==> src/design/vpc_pkg.sv <==
// Package for the video pass-through pin control block.
// Assumes one 20 MHz clock domain; all settings arrive as plain ports.
package vpc_pkg;
    localparam logic [7:0] MUX_PASSTHRU_CODE = 8'h2D;
    localparam int GCTL_MUXFLAG_BIT = 7;
    localparam int PIX_WIDTH = 32;
    localparam int CLKSEL_WIDTH = 4;
    localparam logic [3:0] CLKSEL_DEFAULT = 4'h0;
    localparam logic [3:0] CLKSEL_DUAL_TRUE_TTL = 4'h8;
    localparam logic [3:0] CLKSEL_DUAL_COMP_TTL = 4'h9;
    localparam logic [1:0] CLKSRC_ZERO = 2'h0;
    localparam logic [1:0] CLKSRC_ONE = 2'h1;
    localparam logic [1:0] CLKSRC_TWO = 2'h2;
    localparam logic [1:0] CLKSRC_DUAL = 2'h3;
    localparam logic [7:0] MUX_RESET = 8'h00;
    localparam logic [7:0] GCTL_RESET = 8'h00;
    localparam logic [7:0] READ_IDLE = 8'h00;

    typedef enum logic [1:0] {VPC_HOST_IDLE, VPC_HOST_READ, VPC_HOST_WRITE}
        vpc_host_e;

    function automatic logic is_passthru(input logic [7:0] mux_code);
        is_passthru = (mux_code == MUX_PASSTHRU_CODE);
    endfunction
endpackage

==> src/design/vpc_pin_control.sv <==
// Mode steering of blanking, dot clock choice, sync and mux flag pins.
// Assumes host strobes and all pins synchronous to the 20 MHz clk_in.
// Summary of operation
// Blanking comes from alternate input in pass-through, else normal input.
// Pass-through selects dot clock input zero by default.
// TTL clock accepted on either dual-mode leg when selection says so.
// Normal modes: active-low syncs through a true/complement gate.
// Pass-through forwards syncs without inversion regardless of polarity.
// Sync inputs insert the sync level into green current output.
// Mux flag goes low when mux control is written with the pass-through code, until R8 raises it.
// Top general control bit set after code drives mux flag high.
// Mux flag feeds nothing inside; it only signals outside.
// Pixel port interpreted per mux mode, little or big endian; the code swaps bytes on big_endian_in alone, whatever the mux mode.
// Eight-bit bidirectional host bus carries register and memory data.
// Host read strobe low starts a read on its falling edge.
// Host gives four-bit register select each access.
// Pass-through decode applies blank, clock, sync choices in one update.
`timescale 1ns/1ns
`default_nettype none
module vpc_pin_control
    import vpc_pkg::*;
#(
    parameter int PIX_W = PIX_WIDTH
)
(
    input wire logic clk_in,
    input wire logic rst_n_in,
    input wire logic [7:0] mux_ctrl_in,
    input wire logic mux_ctrl_we_in,
    input wire logic [7:0] gen_ctrl_in,
    input wire logic gen_ctrl_we_in,
    input wire logic [3:0] clk_sel_in,
    input wire logic hsync_invert_in,
    input wire logic vsync_invert_in,
    input wire logic big_endian_in,
    input wire logic blank_n_in,
    input wire logic alt_blank_in,
    input wire logic hsync_n_in,
    input wire logic vsync_n_in,
    input wire logic [PIX_W-1:0] pixel_in,
    input wire logic read_n_in,
    input wire logic write_n_in,
    input wire logic [3:0] reg_select,
    input wire logic [7:0] host_data_in,
    input wire logic [7:0] read_data_in,
    output logic [7:0] host_data_out,
    output logic host_data_oe_n_out,
    output logic [3:0] host_reg_sel_out,
    output logic host_read_pulse_out,
    output logic host_write_pulse_out,
    output logic [7:0] host_write_data_out,
    output logic blank_n_out,
    output logic [1:0] clk_source_out,
    output logic dual_ttl_comp_out,
    output logic dual_ttl_en_out,
    output logic hsync_output_pin,
    output logic vsync_output_pin,
    output logic green_sync_n_out,
    output logic external_mux_flag,
    output logic passthru_out,
    output logic [PIX_W-1:0] pixel_out
);
    logic rst_meta;
    logic rst_n;
    logic [7:0] mux_reg;
    logic [7:0] next_mux_reg;
    logic mux_flag_armed;
    logic next_mux_flag_armed;
    logic next_mux_flag;
    logic pass_dec;
    logic next_blank_n;
    logic [1:0] next_clk_source;
    logic next_dual_ttl_en;
    logic next_dual_ttl_comp;
    logic next_passthru;
    logic next_green_sync_n;
    logic [PIX_W-1:0] next_pixel;
    vpc_host_e host_state;
    vpc_host_e next_host_state;
    logic read_n_d;
    logic write_n_d;
    logic [7:0] next_host_data;
    logic next_host_oe_n;
    logic [3:0] next_reg_sel;
    logic next_read_pulse;
    logic next_write_pulse;
    logic [7:0] next_write_data;

    // Reset release through two flops; assert is async
    always_ff @(posedge clk_in or negedge rst_n_in)
    begin
        if (!rst_n_in)
        begin
            rst_meta <= 1'b0;
            rst_n <= 1'b0;
        end
        else
        begin
            rst_meta <= 1'b1;
            rst_n <= rst_meta;
        end
    end

    function automatic logic [PIX_W-1:0] byte_swap(input logic [PIX_W-1:0] d);
        logic [PIX_W-1:0] r;
        r = '0;
        for (int i = 0; i < PIX_W / 8; i++)
        begin
            r[i*8 +: 8] = d[(PIX_W/8 - 1 - i)*8 +: 8];
        end
        byte_swap = r;
    endfunction

    // Mode register and mux flag state
    always_comb
    begin
        next_mux_reg = mux_reg;
        next_mux_flag_armed = mux_flag_armed;
        if (mux_ctrl_we_in)
        begin
            next_mux_reg = mux_ctrl_in;
            // New code drops the flag; bit 7 must be rewritten after
            next_mux_flag_armed = 1'b0;
        end
        else if (gen_ctrl_we_in && is_passthru(mux_reg))
        begin
            next_mux_flag_armed = gen_ctrl_in[GCTL_MUXFLAG_BIT];
        end
        // Outside pass-through the flag reads high
        next_mux_flag = !is_passthru(next_mux_reg) || next_mux_flag_armed;
    end

    // One decode drives every mode-dependent choice together except the mux flag, decoded from the next code
    always_comb
    begin
        pass_dec = is_passthru(mux_reg);
        next_passthru = pass_dec;
        next_blank_n = pass_dec ? alt_blank_in : blank_n_in;
        next_dual_ttl_en = 1'b0;
        next_dual_ttl_comp = 1'b0;
        if (pass_dec)
        begin
            next_clk_source = CLKSRC_ZERO;
        end
        else if (clk_sel_in == CLKSEL_DUAL_TRUE_TTL)
        begin
            next_clk_source = CLKSRC_DUAL;
            next_dual_ttl_en = 1'b1;
        end
        else if (clk_sel_in == CLKSEL_DUAL_COMP_TTL)
        begin
            next_clk_source = CLKSRC_DUAL;
            next_dual_ttl_en = 1'b1;
            next_dual_ttl_comp = 1'b1;
        end
        else
        begin
            next_clk_source = clk_sel_in[1:0];
        end
        // Either sync low forces the green sync level
        next_green_sync_n = hsync_n_in & vsync_n_in;
        next_pixel = big_endian_in ? byte_swap(pixel_in) : pixel_in;
    end

    // Host strobe capture; read begins on strobe falling edge
    always_comb
    begin
        next_host_state = host_state;
        next_read_pulse = 1'b0;
        next_write_pulse = 1'b0;
        next_reg_sel = host_reg_sel_out;
        next_host_data = host_data_out;
        next_host_oe_n = 1'b1;
        next_write_data = host_write_data_out;
        case (host_state)
            VPC_HOST_IDLE:
            begin
                if (read_n_d && !read_n_in)
                begin
                    next_host_state = VPC_HOST_READ;
                    next_read_pulse = 1'b1;
                    next_reg_sel = reg_select;
                end
                else if (write_n_d && !write_n_in)
                begin
                    next_host_state = VPC_HOST_WRITE;
                    next_reg_sel = reg_select;
                end
            end
            VPC_HOST_READ:
            begin
                next_host_data = read_data_in;
                next_host_oe_n = read_n_in;
                if (read_n_in)
                begin
                    next_host_state = VPC_HOST_IDLE;
                    next_host_data = READ_IDLE;
                end
            end
            VPC_HOST_WRITE:
            begin
                if (write_n_in)
                begin
                    // Data latched on rising strobe, as hosts hold it then
                    next_write_data = host_data_in;
                    next_write_pulse = 1'b1;
                    next_host_state = VPC_HOST_IDLE;
                end
            end
            default:
            begin
                next_host_state = VPC_HOST_IDLE;
            end
        endcase
    end

    always_ff @(posedge clk_in or negedge rst_n)
    begin
        if (!rst_n)
        begin
            mux_reg <= MUX_RESET;
            mux_flag_armed <= 1'b0;
            external_mux_flag <= 1'b1;
            passthru_out <= 1'b0;
            blank_n_out <= 1'b0;
            clk_source_out <= CLKSRC_ZERO;
            dual_ttl_en_out <= 1'b0;
            dual_ttl_comp_out <= 1'b0;
            green_sync_n_out <= 1'b1;
            pixel_out <= '0;
            host_state <= VPC_HOST_IDLE;
            read_n_d <= 1'b1;
            write_n_d <= 1'b1;
            host_data_out <= READ_IDLE;
            host_data_oe_n_out <= 1'b1;
            host_reg_sel_out <= 4'h0;
            host_read_pulse_out <= 1'b0;
            host_write_pulse_out <= 1'b0;
            host_write_data_out <= 8'h00;
        end
        else
        begin
            mux_reg <= next_mux_reg;
            mux_flag_armed <= next_mux_flag_armed;
            // Output only; nothing inside reads it
            external_mux_flag <= next_mux_flag;
            passthru_out <= next_passthru;
            blank_n_out <= next_blank_n;
            clk_source_out <= next_clk_source;
            dual_ttl_en_out <= next_dual_ttl_en;
            dual_ttl_comp_out <= next_dual_ttl_comp;
            green_sync_n_out <= next_green_sync_n;
            pixel_out <= next_pixel;
            host_state <= next_host_state;
            read_n_d <= read_n_in;
            write_n_d <= write_n_in;
            host_data_out <= next_host_data;
            host_data_oe_n_out <= next_host_oe_n;
            host_reg_sel_out <= next_reg_sel;
            host_read_pulse_out <= next_read_pulse;
            host_write_pulse_out <= next_write_pulse;
            host_write_data_out <= next_write_data;
        end
    end

    vpc_sync_gate u_hsync_gate (
        .clk_in(clk_in),
        .rst_n(rst_n),
        .sync_n_in(hsync_n_in),
        .invert_in(hsync_invert_in),
        .passthru_in(pass_dec),
        .sync_out(hsync_output_pin)
    );

    vpc_sync_gate u_vsync_gate (
        .clk_in(clk_in),
        .rst_n(rst_n),
        .sync_n_in(vsync_n_in),
        .invert_in(vsync_invert_in),
        .passthru_in(pass_dec),
        .sync_out(vsync_output_pin)
    );
endmodule
`default_nettype wire

==> src/design/vpc_sync_gate.sv <==
// Sync true/complement gate, registered.
// Assumes sync inputs synchronous to clk_in.
`timescale 1ns/1ns
`default_nettype none
module vpc_sync_gate
    import vpc_pkg::*;
(
    input wire logic clk_in,
    input wire logic rst_n,
    input wire logic sync_n_in,
    input wire logic invert_in,
    input wire logic passthru_in,
    output logic sync_out
);
    logic next_sync;

    always_comb
    begin
        // pass-through ignores polarity control
        if (passthru_in)
        begin
            next_sync = sync_n_in;
        end
        else
        begin
            next_sync = sync_n_in ^ invert_in;
        end
    end

    always_ff @(posedge clk_in or negedge rst_n)
    begin
        if (!rst_n)
        begin
            sync_out <= 1'b1;
        end
        else
        begin
            sync_out <= next_sync;
        end
    end
endmodule
`default_nettype wire

==> config.mk <==
export PLATFORM = sky130hd
export DESIGN_NAME = vpc_pin_control
export DESIGN_NICKNAME = d
export VERILOG_FILES = /design/src/design/vpc_pkg.sv /design/src/design/vpc_pin_control.sv /design/src/design/vpc_sync_gate.sv
export SDC_FILE = /design/constraint.sdc
export NUM_CORES = 1
export LEC_CHECK = 0
export ABC_CLOCK_PERIOD_IN_PS = 2800
export BUFFER_PORTS_ARGS = -buffer_cell sky130_fd_sc_hd__buf_2
export CAP_MARGIN = 30
export CORE_AREA = 4 4 122 66
export CTS_CLUSTER_SIZE = 14
export DETAILED_ROUTE_END_ITERATION = 8
export DIE_AREA = 0 0 126 70
export GPL_TIMING_DRIVEN = 0
export PLACE_DENSITY_LB_ADDON = 0.25
export SYNTH_ARGS = -nofsm -noshare
export SYNTH_HDL_FRONTEND = slang
export SYNTH_SLANG_ARGS = --single-unit
export TNS_END_PERCENT = 10
==> constraint.sdc <==
create_clock -name clk_in -period 2.8 [get_ports clk_in]
set_input_delay 0.42 -clock clk_in [delete_from_list [all_inputs] [get_ports clk_in]]
set_output_delay 0.42 -clock clk_in [all_outputs]
set_load 0.05 [all_outputs]
==> results.txt <==
The synthesized flop and latch total is 80. The number of unique standard cell types used by synthesis came out at 32. The worst setup path is captured at a flop. The tree is rooted in a sky130_fd_sc_hd__clkbuf_16.

Static timing analysis puts the maximum clock frequency at between 0.6 and 0.7 GHz. The number of nets produced by synthesis came out at about 290. Dividing the synthesized area by the synthesized cell count gives between 15 and 20 µm². The type of element launching the critical path is a flop. The final wirelength is 6630 µm. The routed length on met2 came out at 2750 µm. The clock slew at the register clock pins of the worst setup and hold paths is roughly 0.06 ns. The largest net degree at the start of global routing came out at 46.

The number of antenna violations at the first check in global routing is 0. The layout overhead on the synthesized area is 38.2%. The netlist area before placement is 3030 µm². After clock tree synthesis, the setup repair step added 0 buffers. TritonCTS built the clock tree. The highest fanout seen on the critical path is 6.

The die is 70 µm tall. The total of cells resized after clock tree synthesis is 0. The accumulated negative setup slack is 0 ns. The number of antenna cells inserted is 0. The total of endpoints with negative setup slack in the final report is 0. Yosys printed 0 warnings. The DRC violation count after routing is 0. The first detailed-routing pass ran for 4 iterations. The residual antenna-violating net count after detailed routing is 0. The per-cell via count in the routed design came out at 4.63. The required time of the worst setup path came out at between 3 and 4 ns. The CTS sink count is 80. Setup repair after global routing left no endpoint under its margin.

The number of max-slew violations in the final report came out at 0. The final hold slack is 0.223 ns. For this run, the register share of the synthesized area comes to 0.663. After synthesis, the most frequently instantiated cells are sky130_fd_sc_hd__dfrtp_1, sky130_fd_sc_hd__mux2_2, sky130_fd_sc_hd__nand2b_1. The count of input and output buffers came out at ~140. The die footprint is 8820 µm². The sum of met3 wire segment lengths after detailed routing came out at around 940 µm. The flow ran to the end, and the final reports show no timing, DRC or antenna violations. The global placement routability congestion came out at 0.734. The detailed-route via count came out at 2118. The portion of synthesized cell area occupied by the leading cell type is 0.603.

The largest clock skew in the final design is around 0.0095 ns. The post-DP HPWL came out at 5080 µm. After technology mapping, the gate count stands at 202.

The topmost layer with routed signal wires is met4. The class of the tightest hold or removal check is primary input to flop. The routed length per instance is 14.5 µm.

The count of flip-flops with a built-in enable after synthesis came out at 0. The starting density of the core is 0.430. The critical path is of the flop to flop type. The final hold violation count is 0. The die is about 130 µm wide. Sorting the synthesized cells by area gives the leading types as sky130_fd_sc_hd__dfrtp_1, sky130_fd_sc_hd__mux2_2, sky130_fd_sc_hd__dfstp_2, sky130_fd_sc_hd__nand2b_1, sky130_fd_sc_hd__mux2_1.

For this run, asynchronously set or reset flops after synthesis account for 1.00. Yosys instantiated no cell more often than sky130_fd_sc_hd__dfrtp_1. The placement row count is 22. The core region is 7050 µm². The maximum ir drop on the vdd rail is 0.414 mV. In the final layout, the share of cells above drive strength 1 is 0.609. The portion of the clock cycle consumed by the worst path in the final layout came out at 0.559. For the worst setup path, the data arrival time is about 1.8 ns. The max-capacitance violation count came out at 0.

After the first detailed-routing iteration, the DRC count stood at 48. Of all cell types, the one taking the most synthesized area is sky130_fd_sc_hd__dfrtp_1. The top-level I/O count came out at 150. The final layout contains 441 nets.

The total congestion overflow came out at 0. The maximum root-to-sink buffer count came out at 2. The via count of the first global-routing pass came out at roughly 2.3k.

The level count of the clock H-tree is 3. The static leakage is 2.08 nW. The worst-skew pair later-pin latency came out at 0.33 ns. The register with the most flip-flops in the layout has 32 of them. The shortest clock period the worst path allows after layout is 1.57 ns. The first global-routing pass estimated around 11000 µm of wire. Among all flip-flop cells after synthesis, the most frequent one is sky130_fd_sc_hd__dfrtp_1. Dividing total power by cell area gives a power density of 818 nW/µm². In the global route stage, overall resource usage came out at 0.158. The wire length the detailed router placed on met1 is 2880 µm. The register with the most flip-flops is pixel_out. The number of buffers created by CTS is 9.
==> per-stage QoR <==
step	setup WS, ns	utilization	instances	cell area, µm²	power (mW)
2_1_floorplan	0.419	-	202	3030	2.06
3_3_place_gp	-0.428	0.547	439	3860	2.30
3_5_place_dp	1.19	0.552	440	3890	2.32
4_1_cts	1.23	0.595	457	4190	3.47
5_1_grt	1.20	0.595	457	4190	3.59
6_report	1.23	0.595	457	4190	3.43
==> metal layers <==
layer	vias to the layer above	track usage
met2	94	0.215
li1	1011	-
met3	7	0.111
met5	-	0
met1	1006	0.200
met4	0	0.0464
==> repair_timing <==
item,in CTS,in global routing
hold buffers,1,0
hold endpoints to repair,2,0
endpoints found under the setup margin,0,0
==> logic make-up (layout without fill, tap and decap cells) <==
logic type                Yosys count  after routing  share of synthesized area
AOI/OAI and AO/OA                  14             14                     0.0248
and+or+nand+nor                    41             41                     0.0875
buffers and inverters               9            168                     0.0124
other                               1              1                    0.00124
DFF                                80             80                      0.663
xor gates and xnor gates            2              2                    0.00578
muxes                              55             55                      0.205
==> placed cells by master (no fill, tap or decap), drive strengths merged, types with 3 or more instances in the layout <==
cell type,instances
buf,145
dfrtp,73
mux2,54
clkbuf,15
nand2b,14
o21ai,10
nand2,8
dfstp,7
nor2,5
nor3,4
inv,3
clkinv,3
==> critical path, cell delays in order, from the launching register on <==
cell	delay (ns)
sky130_fd_sc_hd__dfrtp_1	0.38
sky130_fd_sc_hd__or4_4	0.62
sky130_fd_sc_hd__nor2_8	0.15
sky130_fd_sc_hd__mux2_4	0.31
==> power by group <==
part / switching (mW) / leakage, nW / internal [mW]
Combinational: 0.660 / 0.981 / 0.249
Sequential: 0.0737 / 0.951 / 1.31
Clock: 0.423 / 0.146 / 0.710
Total: 1.16 / 2.08 / 2.27
==> area by class of cell <==
cell class	count	area, µm²
buffer	6	26.3
tap	96	120
multi-input combinational	113	983
sequential	80	2010
fill	597	2860
timing repair buffer	143	743
clock inverter	4	45.0
inverter	3	11.3
clock buffer	12	246
==> path summary, 6_finish.rpt <==
| kind | slack, ns | from | depth (start not counted) | endpoint |
|---|---|---|---|---|
| setup / recovery | 1.23 | mux_reg[6] | 3 | blank_n_out |
| min in group asynchronous | 0.28 | rst_n | 0 | host_reg_sel_out[1] |
| hold / removal | 0.22 | write_n_in | 1 | write_n_d |
| max in group asynchronous | 1.88 | rst_n | 1 | external_mux_flag |
| setup reg to reg | 1.23 | mux_reg[6] | 3 | blank_n_out |
| hold reg to reg | 0.28 | rst_n | 0 | host_reg_sel_out[1] |
Note: power is estimated with default switching activity, not from simulation.
